==> config.mk <==
export PLATFORM = sky130hd
export DESIGN_NAME = asc_host
export DESIGN_NICKNAME = d
export VERILOG_FILES = /design/src/rtl/asc_pkg.sv /design/src/rtl/asc_host.sv /design/src/rtl/asc_wait.sv
export SDC_FILE = /design/constraint.sdc
export NUM_CORES = 1
export LEC_CHECK = 0
export BUFFER_PORTS_ARGS = -buffer_cell sky130_fd_sc_hd__buf_2
export CAP_MARGIN = 20
export CORE_ASPECT_RATIO = 0.75
export CORE_MARGIN = 5
export CORE_UTILIZATION = 32
export CTS_CLUSTER_SIZE = 24
export DETAILED_ROUTE_END_ITERATION = 8
export HOLD_SLACK_MARGIN = 0.12
export PLACE_DENSITY_LB_ADDON = 0.15
export SYNTH_ARGS = -nofsm -noshare
export SYNTH_HDL_FRONTEND = slang
export SYNTH_SLANG_ARGS = --single-unit
==> constraint.sdc <==
create_clock -name ref_clk_i -period 3.77 [get_ports ref_clk_i]
set_input_delay 0 -clock ref_clk_i [delete_from_list [all_inputs] [get_ports ref_clk_i]]
set_output_delay 0 -clock ref_clk_i [all_outputs]
set_load 0.02 [all_outputs]
==> src/rtl/asc_pkg.sv <==
// Package for the static memory host controller: widths, timing counts and carrier types
package asc_pkg;
    localparam int ASC_ADDR_W    = 15;
    localparam int ASC_DATA_W    = 8;
    localparam int ASC_WORDS     = 32768;
    localparam int ASC_CLK_NS    = 50;
    // Minimum times in ns held by the host around each access
    localparam int ASC_T_READ_NS  = 70;
    localparam int ASC_T_WPULSE_NS = 55;
    localparam int ASC_T_SETUP_NS = 65;
    localparam int ASC_T_TURN_NS  = 25;
    localparam int ASC_RD_CYC  = (ASC_T_READ_NS + ASC_CLK_NS - 1) / ASC_CLK_NS;
    localparam int ASC_WR_CYC  = (ASC_T_SETUP_NS + ASC_CLK_NS - 1) / ASC_CLK_NS;
    localparam int ASC_TRN_CYC = (ASC_T_TURN_NS + ASC_CLK_NS - 1) / ASC_CLK_NS;
    localparam int ASC_CNT_W   = 4;

    typedef struct packed {
        logic                  wr;
        logic [ASC_ADDR_W-1:0] addr;
        logic [ASC_DATA_W-1:0] wdata;
    } asc_req_t;

    typedef struct packed {
        logic                  sel_n;
        logic                  wr_n;
        logic                  oe_n;
        logic [ASC_ADDR_W-1:0] addr;
    } asc_pins_t;
endpackage : asc_pkg

==> src/rtl/asc_host.sv <==
// Host controller driving a 32K x 8 asynchronous static memory
`timescale 1ns/1ps
// How it works
// - A write happens while write strobe and chip select are both low together.
// - The host sets the address before a write and holds it through the whole overlap.
// - Data is stored at the first rising strobe, so the host keeps data valid around it.
// - A read needs select low, write high and output enable low.
// - The host never drives the data pins while the memory drives read data.
module asc_host
    import asc_pkg::*;
(
    input  wire logic                      ref_clk_i,  // 20 MHz clock
    input  wire logic                      rst_b_i,    // Async reset, active low
    input  wire asc_pkg::asc_req_t         req_i,      // Request: write flag, address, data
    input  wire logic                      req_vld_i,  // Request valid
    output logic                           req_rdy_o,  // Ready for a request
    output logic [asc_pkg::ASC_DATA_W-1:0] rdata_o,    // Read data
    output logic                           rdata_vld_o,// Read data valid pulse
    output logic                           wr_done_o,  // Write finished pulse
    output asc_pkg::asc_pins_t             pins_o,     // Select, strobes, address
    output logic [asc_pkg::ASC_DATA_W-1:0] dq_o,       // Data to memory
    output logic                           dq_oe_o,    // Host drives data pins
    input  wire logic [asc_pkg::ASC_DATA_W-1:0] dq_i   // Data from memory
);
    import asc_pkg::*;

    typedef enum logic [2:0] {
        ST_IDLE, ST_WSET, ST_WPULSE, ST_WREL, ST_READ, ST_RREL, ST_TURN
    } asc_state_t;

    // Elaboration checks: every phase count must be non-zero and fit the wait counter
    if (ASC_RD_CYC < 1 || ASC_RD_CYC >= (1 << ASC_CNT_W)) begin : g_bad_rd
        $error("asc_host: read phase count does not fit the wait counter");
    end
    if (ASC_WR_CYC < 1 || ASC_WR_CYC >= (1 << ASC_CNT_W)) begin : g_bad_wr
        $error("asc_host: write phase count does not fit the wait counter");
    end
    if (ASC_TRN_CYC < 1 || ASC_TRN_CYC >= (1 << ASC_CNT_W)) begin : g_bad_trn
        $error("asc_host: turnaround count does not fit the wait counter");
    end
    if (ASC_WORDS != (1 << ASC_ADDR_W)) begin : g_bad_map
        $error("asc_host: word count does not match the address width");
    end

    asc_state_t              st_r;
    asc_state_t              st_nxt;
    asc_pins_t               pins_r;
    asc_pins_t               pins_nxt;
    logic [ASC_DATA_W-1:0]   dq_r;
    logic [ASC_DATA_W-1:0]   dq_nxt;
    logic                    dqoe_r;
    logic                    dqoe_nxt;
    logic [ASC_DATA_W-1:0]   rd_r;
    logic [ASC_DATA_W-1:0]   rd_nxt;
    logic                    rv_r;
    logic                    rv_nxt;
    logic                    wd_r;
    logic                    wd_nxt;
    logic                    rdy_r;
    logic                    rdy_nxt;
    logic                    ld;
    logic [ASC_CNT_W-1:0]    ld_cnt;
    logic                    done;

    // One shared counter times the write strobe, read and turnaround phases
    asc_wait #(.CW(ASC_CNT_W)) u_wait (
        .ref_clk_i (ref_clk_i),
        .rst_b_i   (rst_b_i),
        .load_i    (ld),
        .count_i   (ld_cnt),
        .done_o    (done)
    );

    // Control group: sequence, memory pins and ready
    always_comb begin
        st_nxt   = st_r;
        pins_nxt = pins_r;
        rdy_nxt  = rdy_r;
        ld       = 1'b0;
        ld_cnt   = '0;
        case (st_r)
            ST_IDLE: begin
                if (req_vld_i && rdy_r) begin
                    rdy_nxt       = 1'b0;
                    pins_nxt.addr = req_i.addr;
                    if (req_i.wr) begin
                        // Output enable stays high so the memory never drives during a write
                        pins_nxt.oe_n = 1'b1;
                        pins_nxt.sel_n = 1'b1;
                        st_nxt   = ST_WSET;
                    end else begin
                        pins_nxt.sel_n = 1'b0;
                        pins_nxt.wr_n  = 1'b1;
                        pins_nxt.oe_n  = 1'b0;
                        ld       = 1'b1;
                        ld_cnt   = ASC_CNT_W'(ASC_RD_CYC);
                        st_nxt   = ST_READ;
                    end
                end
            end
            ST_WSET: begin
                // Strobe and select fall together once address is stable
                pins_nxt.sel_n = 1'b0;
                pins_nxt.wr_n  = 1'b0;
                ld       = 1'b1;
                ld_cnt   = ASC_CNT_W'(ASC_WR_CYC);
                st_nxt   = ST_WPULSE;
            end
            ST_WPULSE: begin
                if (done) begin
                    pins_nxt.wr_n = 1'b1;
                    st_nxt = ST_WREL;
                end
            end
            ST_WREL: begin
                // Address held one cycle past the rising strobe
                pins_nxt.sel_n = 1'b1;
                rdy_nxt  = 1'b1;
                st_nxt   = ST_IDLE;
            end
            ST_READ: begin
                if (done) begin
                    pins_nxt.oe_n  = 1'b1;
                    pins_nxt.sel_n = 1'b1;
                    ld     = 1'b1;
                    ld_cnt = ASC_CNT_W'(ASC_TRN_CYC);
                    st_nxt = ST_TURN;
                end
            end
            ST_TURN: begin
                // Let the memory release the bus before the next write drives it
                if (done) begin
                    rdy_nxt = 1'b1;
                    st_nxt  = ST_IDLE;
                end
            end
            default: begin
                st_nxt = ST_IDLE;
            end
        endcase
    end

    always_ff @(posedge ref_clk_i or negedge rst_b_i) begin
        if (!rst_b_i) begin
            st_r   <= ST_IDLE;
            pins_r <= '{sel_n: 1'b1, wr_n: 1'b1, oe_n: 1'b1, addr: '0};
            rdy_r  <= 1'b1;
        end else begin
            st_r   <= st_nxt;
            pins_r <= pins_nxt;
            rdy_r  <= rdy_nxt;
        end
    end

    // Data drive group: the host owns the data pins only from a write's take to its release
    always_comb begin
        dq_nxt   = dq_r;
        dqoe_nxt = dqoe_r;
        if (st_r == ST_IDLE && req_vld_i && rdy_r) begin
            dqoe_nxt = req_i.wr;
            if (req_i.wr) begin
                dq_nxt = req_i.wdata;
            end
        end else if (st_r == ST_WREL) begin
            // Data held one cycle past the rising write strobe
            dqoe_nxt = 1'b0;
        end
    end

    always_ff @(posedge ref_clk_i or negedge rst_b_i) begin
        if (!rst_b_i) begin
            dq_r   <= '0;
            dqoe_r <= 1'b0;
        end else begin
            dq_r   <= dq_nxt;
            dqoe_r <= dqoe_nxt;
        end
    end

    // Response group: read capture and the one-cycle completion pulses
    always_comb begin
        rd_nxt = rd_r;
        rv_nxt = 1'b0;
        wd_nxt = 1'b0;
        if (st_r == ST_READ && done) begin
            // Sampled while select and output enable are still low
            rd_nxt = dq_i;
            rv_nxt = 1'b1;
        end
        if (st_r == ST_WREL) begin
            wd_nxt = 1'b1;
        end
    end

    always_ff @(posedge ref_clk_i or negedge rst_b_i) begin
        if (!rst_b_i) begin
            rd_r <= '0;
            rv_r <= 1'b0;
            wd_r <= 1'b0;
        end else begin
            rd_r <= rd_nxt;
            rv_r <= rv_nxt;
            wd_r <= wd_nxt;
        end
    end

    assign pins_o      = pins_r;
    assign dq_o        = dq_r;
    assign dq_oe_o     = dqoe_r;
    assign rdata_o     = rd_r;
    assign rdata_vld_o = rv_r;
    assign wr_done_o   = wd_r;
    assign req_rdy_o   = rdy_r;
endmodule : asc_host

==> src/rtl/asc_wait.sv <==
// Down-counter that times the write strobe, read and turnaround phases
`timescale 1ns/1ps
module asc_wait #(
    parameter int CW = 4
) (
    input  wire logic          ref_clk_i,   // Clock
    input  wire logic          rst_b_i,     // Async reset, active low
    input  wire logic          load_i,      // Load a new count
    input  wire logic [CW-1:0] count_i,     // Cycles to wait
    output logic               done_o       // Count at zero
);
    logic [CW-1:0] cnt_r;
    logic [CW-1:0] cnt_nxt;

    always_comb begin
        cnt_nxt = cnt_r;
        if (load_i) begin
            cnt_nxt = count_i;
        end else if (cnt_r != '0) begin
            cnt_nxt = cnt_r - 1'b1;
        end
    end

    always_ff @(posedge ref_clk_i or negedge rst_b_i) begin
        if (!rst_b_i) begin
            cnt_r <= '0;
        end else begin
            cnt_r <= cnt_nxt;
        end
    end

    assign done_o = (cnt_r == '0);
endmodule : asc_wait

### Yosys cells after proc, flatten, opt, wreduce, memory -nomap -nowiden

Index checks and enable logic that the tools add are counted.

| storage, ports and cells | value |
|---|---|
| flip-flop bits (word level) | 45 |
| output and inout port bits | 38 |
| logic and storage cells | 72 |

| operators by class | value |
|---|---|
| multiplexer cells | 29 |
| reduce and logical (&&, ||, !) cells | 20 |
| add/sub/neg operators | 1 |
| eq/ne operators | 10 |

Operators by type and width:

| operator | count |
|---|---|
| two-way mux 18 bit | 1 |
| two-way mux 3 bit | 5 |
| one-hot mux 3 bit (5 select lines) | 1 |
| two-way mux 1 bit | 12 |
| inequality test 2 bit, second input constant | 5 |
| one-hot mux 1 bit (3 select lines) | 3 |
| AND reduction 3 bit | 3 |
| two-way mux 4 bit | 2 |
| AND reduction 4 bit | 2 |
| nonzero test 4 bit | 2 |
| equality test 3 x 2 -> 1 bit, second input constant | 2 |
| equality test 3 bit, second input constant | 2 |
| one-hot mux 2 bit (3 select lines) | 1 |
| nonzero test 2 bit | 3 |
| nonzero test 3 bit | 2 |
| logical AND 1 bit | 4 |
| logical NOT 4 bit | 1 |
| two-way mux 2 bit | 2 |
| one-hot mux 1 bit (4 select lines) | 1 |
| AND reduction 2 bit | 2 |
| subtractor 4 x 1 -> 4 bit, second input constant | 1 |
| equality test 3 x 1 -> 1 bit, second input constant | 1 |
| logical NOT 3 bit | 1 |
| one-hot mux 1 bit (2 select lines) | 1 |

### Depth between registers and ports, before layout

Gate-level depths: netlist of the first run.

| depth | value |
|---|---|
| word-level depth | 4 |
| mapped depth | 7 |
| depth with buffers taken out | 7 |

### Modules after synthesis

Synthesis of the first run repeated with hierarchy kept, for this count alone.

| unflattened totals | value |
|---|---|
| cells, all modules | 140 |
| area, all modules | 1979.4 um^2 |

Modules (own cells, without submodules):

| module | area each (um^2) | cells an instance | sequential area each (um^2) | times used |
|---|---|---|---|---|
| asc_host | 1745.4 | 118 | 1031.0 | 1 |
| asc_wait | 234.0 | 22 | 100.1 | 1 |

### Worst setup path before layout of the first run

OpenSTA, ideal clock, no wires.

| timing | value |
|---|---|
| path kind | reg2reg |
| from | register rdy_r (netlist: req_rdy_o) |
| to | register dq_r[0] (netlist: dq_o[0]) |
| data arrival time | 1.479 ns |
| buffers on the path | 0 |
| clock period less this slack | 1.604 ns |
| path slack | 2.166 ns |
| cell stages (with the launch flop) | 4 |
| data required time | 3.645 ns |
| cell sequence | dfstp_2 nand3_2 nor4_4 mux2_2 |

| on the way | value |
|---|---|
| word-level cells in the longest chain between the ends | 2 |

Ends and longest elaborated chain:

| element | RTL line | source |
|---|---|---|
| from (decl) | asc_host.sv:59 | `logic rdy_r;` |
| from (signal assigned) | asc_host.sv:151 | `rdy_r <= rdy_nxt;` |
| logical AND 1 bit | asc_host.sv:159 | `if (st_r == ST_IDLE && req_vld_i && rdy_r) begin` |
| AND reduction 2 bit (no source line) | n/a |  |
| to (signal assigned) | asc_host.sv:175 | `dq_r <= dq_nxt;` |
| to (decl) | asc_host.sv:49 | `logic [ASC_DATA_W-1:0] dq_r;` |

No other way between the ends.
A chain may end at the register's enable or synchronous reset.

### Worst setup path after layout of the first run

| timing | value |
|---|---|
| from | register st_r[1] |
| to | register pins_r (netlist bit pins_o[2]) |

| on the way | value |
|---|---|
| word-level cells in the longest chain between the ends | 2 |

Ends and longest elaborated chain:

| element | RTL line | source |
|---|---|---|
| from (decl) | asc_host.sv:45 | `asc_state_t st_r;` |
| from (signal assigned) | asc_host.sv:149 | `st_r <= st_nxt;` |
| logical NOT 3 bit | asc_host.sv:81 | `case (st_r)` |
| AND reduction 2 bit (no source line) | n/a |  |
| to (signal assigned) | asc_host.sv:146 | `pins_r <= '{sel_n: 1'b1, wr_n: 1'b1, oe_n: 1'b1, addr: '0};` |
| to (signal assigned) | asc_host.sv:150 | `pins_r <= pins_nxt;` |
| to (decl) | asc_host.sv:47 | `asc_pins_t pins_r;` |

No other way between the ends.

==> metrics.txt, run 1 <==
RSZ-0062 raised after global routing no; TritonCTS clock tree yes; nets@finish 301; Final min period 2193 ps; area grow syn2layout 44.94%; CP top delay family simple AND/OR/NAND/NOR gates; count leader, synth dfrtp_1; Max Cap Violations 0; Layout fillers 564; Worst VDD drop 0.0002810 V; Peak Freq 0.4560 GHz; Starting Density 33.08%; CTS Sinks 45; # rows 24; gpl congestion 0.7707; grt ovf 0; latest clock arrival within the worst-skew pair 290 ps; post-synthesis area per instance 12.27 µm²; setup ws final 1577 ps; vias in the first global route 1601; DIE AREA 7689 µm²; Critical Path Fanout Max 17; ant diodes 0; status complete, no violations; I/O pins 73; post-layout util 47.94%; worst slew pin tran 941.5 ps; post-route ant nets 0; Critical Setup Path Class register to register; Max Clock Skew 5.984 ps; CP arrival 2370 ps; Yosys cell types 36; Synth area leaders dfrtp_1, mux2_2, mux2_4; CTS Buffer Depth 2; die width 99.60 µm; Vias/cell 4.335; sequential fraction of the synthesis area 58.70%; Post-Synthesis Cells 157; Req. time, crit path 3950 ps; core area 5826 µm²; # setup viols final 0; global-route usage over all layers 12.12%; Worst Path Buf+Inv 0; 1st-iter DRT viols 87; share of layout cells above drive strength 1 41.51%; DP Wirelength 2956 µm; max incr delay on CP 820 ps; Final Hold Fails 0; Main synth FF type dfrtp_1; # resized after CTS 0; Synth area leader dfrtp_1; post-route cell area 2793 µm²; Static Leakage 0.001399 µW; number of synthesized flops with an enable pin 0; Root Buffer clkbuf_8; post-CTS setup buffer count 0; Final Max Slew Viols 0; Register Area 1131 µm²; Slew HR 37.23%; area of the multi-input gates 740.7 µm²; #FFs+latches synth 45; Syn Nets 194; initial antenna violation count 0; Commonest cells post-synth dfrtp_1, nand2_1, mux2_2, mux2_4, nor2_1; Tot Pwr 2018 µW; type of origin of the critical path register; Initial DRT Pass Iterations 4; synthesized area 1927 µm²; Place WS 1593 ps; first-pass GRT wire length 7534 µm; PD cells 722.4 nW/µm²; Routed Wire Length 4483 µm; Worst-path clk slew 90 ps; YS warnings 0; largest net degree at the start of global routing 46; fin crit share 58.16%; setup TNS 0 ps; critical path endpoint category register; ys async rst share 100.0%; Worst Hold Class input port to register; Routed WL per cell 13.07 µm; DR DRC count 0; slowest stage cell, crit path and3_1; Buffers on Ports 72; Num CTS Buffers 5; worst-path cell chain nor3_1, and3_1, mux2_2; detailed-route via count 1487; H-tree levels 2; placed cell area 2341 µm²; Yosys top cell area share 53.25%; Die H 77.20 µm
[path summary, 6_finish.rpt]
check	slack [ps]	startpoint	to	depth (start not counted)
max	1580	st_r[1]	pins_o[2]	3
min	130	req_i[23]	pins_o[15]	4
max reg2reg	1580	st_r[1]	pins_o[2]	3
min reg2reg	470	rdata_o[5]	rdata_o[5]	2
max in group asynchronous	2610	rst_b_i	pins_o[17]	4
min in group asynchronous	640	rst_b_i	rdata_o[7]	3
[metrics by stage]
step	instances	hold slack [ps]
after floorplan	157	-295.6
after global placement	300	195.0
after detailed placement	300	198.7
after CTS	341	132.8
after global routing	343	157.5
final	343	133.7
[layer usage]
metal | wire length [µm] | GRT usage [%] | vias to the layer above | share of wire [%]
met5 | 0 | 0 | - | 0
met2 | 2004 | 19.91 | 50 | 45
li1 | - | - | 753 | -
met3 | 395 | 4.714 | 7 | 8.8
met1 | 2046 | 15.02 | 677 | 46
met4 | 36 | 2.865 | 0 | 0.80
[sequential cells by signal, summed over array words and instances, names as in the netlist]
name and flops:
wr_done_o 1, dq_oe_o 1, rdata_vld_o 1, pins_o 18
req_rdy_o 1, rdata_o 8, dq_o 8, u_wait.cnt_r 4
st_r 3
[layout by cell type (no fill, tap or decap), types with 2 or more instances in the layout]
cell           netlist  final
dlygate4sd3_1        0     34
clkinv_4             0      2
a21oi_1              5      5
nand3_1              2      2
dfstp_2              4      4
buf_2                2     72
o31a_1               2      2
o21ai_0              5      5
mux2_4               8      8
ha_1                 2      2
nor3_1               3      3
mux2_2              14     14
nor2_1               8      8
o21bai_1             4      4
inv_1                2      2
clkbuf_8             0      5
dfrtp_1             41     41
nand2_1             31     31
[repair_timing]
item	4_1_cts	5_1_grt
hold buffers	33	1
endpoints found under the setup margin	0	0
endpoints found under the hold margin	73	8
[logic make-up (layout without fill, tap and decap cells)]
logic type	after synthesis	count (layout)	share of synthesized area, %
AOI/OAI and AO/OA	22	22	7.663
xor gates and xnor gates	2	2	0.9093
adders and majority gates	2	2	1.298
buffers and inverters	10	118	2.857
DFF	45	45	58.70
muxes	24	24	15.52
and+or+nand+nor	52	52	13.05
[power by group]
group	total [µW]	internal (µW)	leakage (µW)	switching (µW)
clock	297	132	0.0000481	165
sequential	863	702	0.000555	161
combinational	858	382	0.000796	476
total	2020	1220	0.00140	801
[layout make-up]
cell class / instances / area share, %
sequential: 45 / 40.50
multi-input combinational: 102 / 26.52
timing repair buffer: 107 / 25.81
tap: 78 / 3.495
clock buffer: 5 / 2.464
clock inverter: 3 / 0.8065
inverter: 3 / 0.4032
[worst min-delay path, delay by kind of cell]
family,cells,cell delay (ps)
AO/OA/AOI/OAI,1,160
AND/OR/NAND/NOR,2,160
buffers and inverters,1,110
Note: power is estimated with default switching activity, not from simulation.
==> run 2: changes to the inputs <==
- ABC_AREA: not set -> 1
- clock period: 3.77 -> 1.8 ns (I/O delays scaled with it)
==> run 2 against run 1 <==
Net effect:
- routed wire length is 14% higher
- synthesized cell count is 44% higher
- worst setup slack worse by 1500 ps
- sequential share of layout area shrank 1.2 points
- critical path type unchanged
- critical endpoint is now dq_o[2]
- largest cell class unchanged
- largest power group is now combinational cells
==> metrics.txt, run 2 <==
WHS 196.4 ps; post-synthesis area per instance 8.509 µm²; max incr delay on CP 560 ps; grt ovf 0; Req. time, crit path 2040 ps; gpl congestion 0.8573; Root Buffer clkbuf_8; synthesized area 1923 µm²; sequential fraction of the synthesis area 58.82%; share of layout cells above drive strength 1 29.24%; Max Clock Skew 4.177 ps; Final Hold Fails 0; Final min period 1674 ps; Register Area 1131 µm²; post-route ant nets 0; worst-path cell chain nor2_2, nand2_2, inv_4, nand2_4, clkinv_8, nand3_1, dlygate4sd3_1, nand2_1; worst slew pin tran 514.6 ps; Critical Path Fanout Max 15; latest clock arrival within the worst-skew pair 290 ps; setup TNS 0 ps; slowest stage cell, crit path dlygate4sd3_1; TritonCTS clock tree yes; Peak Freq 0.5973 GHz; detailed-route via count 1819; #FFs+latches synth 45; Final Max Slew Viols 0; Yosys cell types 21; count leader, synth nand2_1; Worst Hold Class input port to register; CP arrival 1910 ps; YS warnings 0; PD cells 1688 nW/µm²; Routed Wire Length 5093 µm; # rows 24; area of the multi-input gates 709.4 µm²; initial antenna violation count 0; nets@finish 378; first-pass GRT wire length 8562 µm; Critical Setup Path Class register to register; Starting Density 33.01%; Place WS 267.8 ps; most common cell after layout, fill and taps aside nand2_1; ant diodes 0; critical path endpoint category register; Static Leakage 0.001593 µW; 1st-iter DRT viols 112; status complete, no violations; max reg flops 18; DP Wirelength 3534 µm; Layout fillers 575; DIE AREA 7676 µm²; DR DRC count 0; Main synth FF type dfrtp_1; Synth area leaders dfrtp_1, nand2_1, dfstp_2; H-tree levels 2; Worst-path clk slew 80 ps; R2R setup slack 130 ps; area grow syn2layout 49.77%; die width 99.52 µm; global-route usage over all layers 13.58%; Commonest cells post-synth nand2_1, dfrtp_1, nor2_1, nand3_1; Slew HR 65.69%; Yosys top cell area share 53.35%; Synth area leader dfrtp_1; Max Cap Violations 0; RSZ-0062 raised after global routing no; Routed WL per cell 12.13 µm; Vias/cell 4.331; number of synthesized flops with an enable pin 0; Die H 77.14 µm; largest net degree at the start of global routing 27; commonest cells after routing, fill and taps aside nand2_1, buf_2, dfrtp_1; type of origin of the critical path register; Worst VDD drop 0.0006794 V; Syn Nets 263; setup ws final 125.8 ps; I/O pins 73; Initial DRT Pass Iterations 4; core area 5826 µm²; vias in the first global route 1839; CTS Buffer Depth 2; # setup viols final 0; ys async rst share 100.0%; Buffers on Ports 72; Num CTS Buffers 5; fin crit share 93.01%; CTS Sinks 45; Post-Synthesis Cells 226
-- run 2: cell count changes in the layout (fill, tap and decap cells not counted), moves of 6 or more --
cell and delta:
buf_4 +6, inv_1 +6, mux2_2 -14, mux2_4 -8, nand2_1 +73, nand3_1 +8, nor2_1 +14
-- run 2: timing repair --
| action | 4_1_cts | 5_1_grt |
|---|---|---|
| hold buffers | 34 | 0 |
| hold endpoints to repair | 77 | 0 |
| setup endpoints to repair | 0 | 1 |
| gates resized for setup | 0 | 7 |
| setup buffers | 0 | 3 |
-- run 2: through the flow --
step           instances  util, %  power, µW  instance area (µm²)
3_3_place_gp         375    40.91       3956                 2384
5_1_grt              420    49.44       5283                 2880
4_1_cts              417    48.75       4837                 2840
6_report             420    49.44       4861                 2880
3_5_place_dp         375    40.91       3980                 2384
2_1_floorplan        226        -       3255                 1923
-- run 2: layer usage --
layer  up-vias  track usage [%]  share of wire (%)
li1        932                -                  -
met4         0            3.683                1.3
met5         -                0                  0
met3         9            3.717                7.3
met2        65            21.05                 42
met1       813            18.65                 49
-- run 2: where the power goes --
part	total [µW]	switching [µW]	internal, µW
registers	1760	254	1510
clock network	780	328	453
logic	2320	1490	833
-- run 2: final timing paths --
path / start / endpoint / cells past startpoint
worst max register to register: st_r[1] / dq_o[2] / 8
worst max-delay path: st_r[1] / dq_o[2] / 8
max in group asynchronous: rst_b_i / pins_o[11] / 3
worst min-delay path: req_vld_i / pins_o[16] / 5
worst min register to register: rdata_o[7] / rdata_o[7] / 2
min in group asynchronous: rst_b_i / rdata_o[7] / 2
-- run 2: critical path: cells and delay by family, from the launching register on --
family / cells / cell delay (ps)
simple gates: 5 / 450
flops: 1 / 430
buf+inv: 3 / 740
-- run 2: cell type report --
| cell class | count | share of cell area, % |
|---|---|---|
| clock inverters | 1 | 1.043 |
| clock buffers | 7 | 2.997 |
| inverters | 12 | 2.085 |
| well taps | 78 | 3.388 |
| repair buffers | 113 | 26.59 |
| flip-flops and latches | 45 | 39.27 |
| multi-input cells | 164 | 24.63 |
-- run 2: logic make-up (layout without fill, tap and decap cells) --
| group | count (synthesis) | count (layout) | synth area share [%] |
|---|---|---|---|
| adder cells (fa/ha/maj) | 2 | 2 | 1.301 |
| buffers and inverters | 17 | 133 | 4.555 |
| flip-flops | 45 | 45 | 58.82 |
| AO/OA/AOI/OAI | 14 | 14 | 3.904 |
| XOR/XNOR | 2 | 2 | 0.9110 |
| AND/OR/NAND/NOR | 146 | 146 | 30.51 |
==> run 3: changes to the inputs <==
- ABC_AREA: 1 -> not set
==> run 3 against run 2 <==
Net effect:
- final cell count fell by 16%
- core utilization rose by 0.15 points
- die area rose by 0.17%
- global-route usage fell by 1.2 points
- first-iteration DRC count fell by 29%
- worst setup slack improved by 20 ps
- clock skew rose by 1.5 ps
- sequential share of layout area fell by 0.12 points
- power fell by 8.1%
- clock power barely moved
- combinational power fell by 16%
==> metrics.txt, run 3 (synthesis gave the netlist of run 1 again) <==
status complete, no violations; Die H 77.20 µm; Worst Hold Class input port to asynchronous set/reset pin; Worst-path clk slew 80 ps; most common cell after layout, fill and taps aside buf_2; DIE AREA 7689 µm²; Critical Setup Path Class register to register; Starting Density 33.08%; Routed Wire Length 4592 µm; global-route usage over all layers 12.42%; fin crit share 91.91%; nets@finish 311; Final Hold Fails 0; Num CTS Buffers 5; DR top layer met4; type of origin of the critical path register; Static Leakage 0.001457 µW; gpl congestion 0.6928; grt ovf 0; PD cells 1546 nW/µm²; setup TNS 0 ps; RSZ-0062 raised after global routing no; post-route ant nets 0; initial antenna violation count 0; R2R setup slack 150 ps; met3 routed WL 369 µm; Place WS 126.8 ps; met2 WL post-DR 2059 µm; Critical Path Fanout Max 7; commonest cells after routing, fill and taps aside buf_2, dfrtp_1, dlygate4sd3_1; DP Wirelength 3156 µm; M1 WL 2129 µm; Root Buffer clkbuf_8; largest net degree at the start of global routing 34; Tot Pwr 4466 µW; setup ws final 145.6 ps; TritonCTS clock tree yes; Peak Freq 0.6044 GHz; Final Max Slew Viols 0; area grow syn2layout 49.94%; vias in the first global route 1596; post-layout util 49.59%; ant diodes 0; critical path endpoint category register; CP arrival 1870 ps; # rows 24; Buffers on Ports 72; WHS 294.7 ps; Max Clock Skew 5.702 ps; Worst VDD drop 0.0005410 V; 1st-iter DRT viols 79; RR Startpoint u_wait.cnt_r[0]; Initial DRT Pass Iterations 4; max reg flops 18; worst slew pin tran 727.7 ps; Routed WL per cell 13.01 µm; Critical R2R Capture pins_o[16]; first-pass GRT wire length 7734 µm; share of layout cells above drive strength 1 43.64%; Layout fillers 532; # setup viols final 0; Vias/cell 4.377; Req. time, crit path 2020 ps; CTS Buffer Depth 2; core area 5826 µm²; H-tree levels 2; Slew HR 51.49%; die width 99.60 µm; Max Cap Violations 0; DR DRC count 0; Final min period 1654 ps; worst reg2reg path depth 5; CTS Sinks 45; I/O pins 73; detailed-route via count 1545; latest clock arrival within the worst-skew pair 290 ps
run 3: report_power, final:
| part | internal [µW] | switching [µW] | total [µW] |
|---|---|---|---|
| clock | 451 | 331 | 782 |
| combinational | 860 | 1090 | 1950 |
| sequential | 1470 | 258 | 1730 |
| total | 2780 | 1680 | 4470 |
run 3: how the worst max path moves through the flow:
stage          cells after the start  slack (ps)       startpoint    endpoint
2_1_floorplan                      3         200        req_rdy_o     dq_o[0]
3_3_place_gp                       4         170          st_r[0]  pins_o[12]
3_5_place_dp                       5         130  u_wait.cnt_r[0]  pins_o[16]
4_1_cts                            5          80  u_wait.cnt_r[0]  pins_o[16]
5_1_grt                            5          20  u_wait.cnt_r[0]  pins_o[16]
6_report                           5         150  u_wait.cnt_r[0]  pins_o[16]
run 3: routing by layer:
layer | GRT usage, % | vias up
li1 | - | 775
met1 | 16.63 | 714
met2 | 19.10 | 50
met3 | 4.624 | 6
met4 | 2.865 | 0
met5 | 0 | -
run 3: through the flow:
stage / cell area [µm²] / instances
after floorplan: 1927 / 157
after detailed placement: 2416 / 310
after CTS: 2887 / 353
final: 2889 / 353
after global placement: 2416 / 310
after global routing: 2889 / 353
run 3: cell type report:
| class | count | area (µm²) | area share (%) |
|---|---|---|---|
| clock buffers | 6 | 82.58 | 2.858 |
| flip-flops and latches | 45 | 1131 | 39.15 |
| inverters | 3 | 11.26 | 0.3898 |
| clock inverters | 2 | 37.54 | 1.299 |
| repair buffers | 117 | 785.8 | 27.20 |
| well taps | 78 | 97.59 | 3.378 |
| multi-input cells | 102 | 743.2 | 25.73 |
run 3: worst max-delay path, cell delays in order, from the launching register on:
cell and delay, ps:
dfrtp_1 400, inv_1 90, ha_1 180, or3b_4 420, a211oi_1 290, a2bb2oi_1 200
run 3: what timing repair did:
item,CTS,global route
gates resized for setup,0,1
endpoints found under the setup margin,0,1
endpoints found under the hold margin,60,0
hold buffers,35,0
setup buffers,0,0
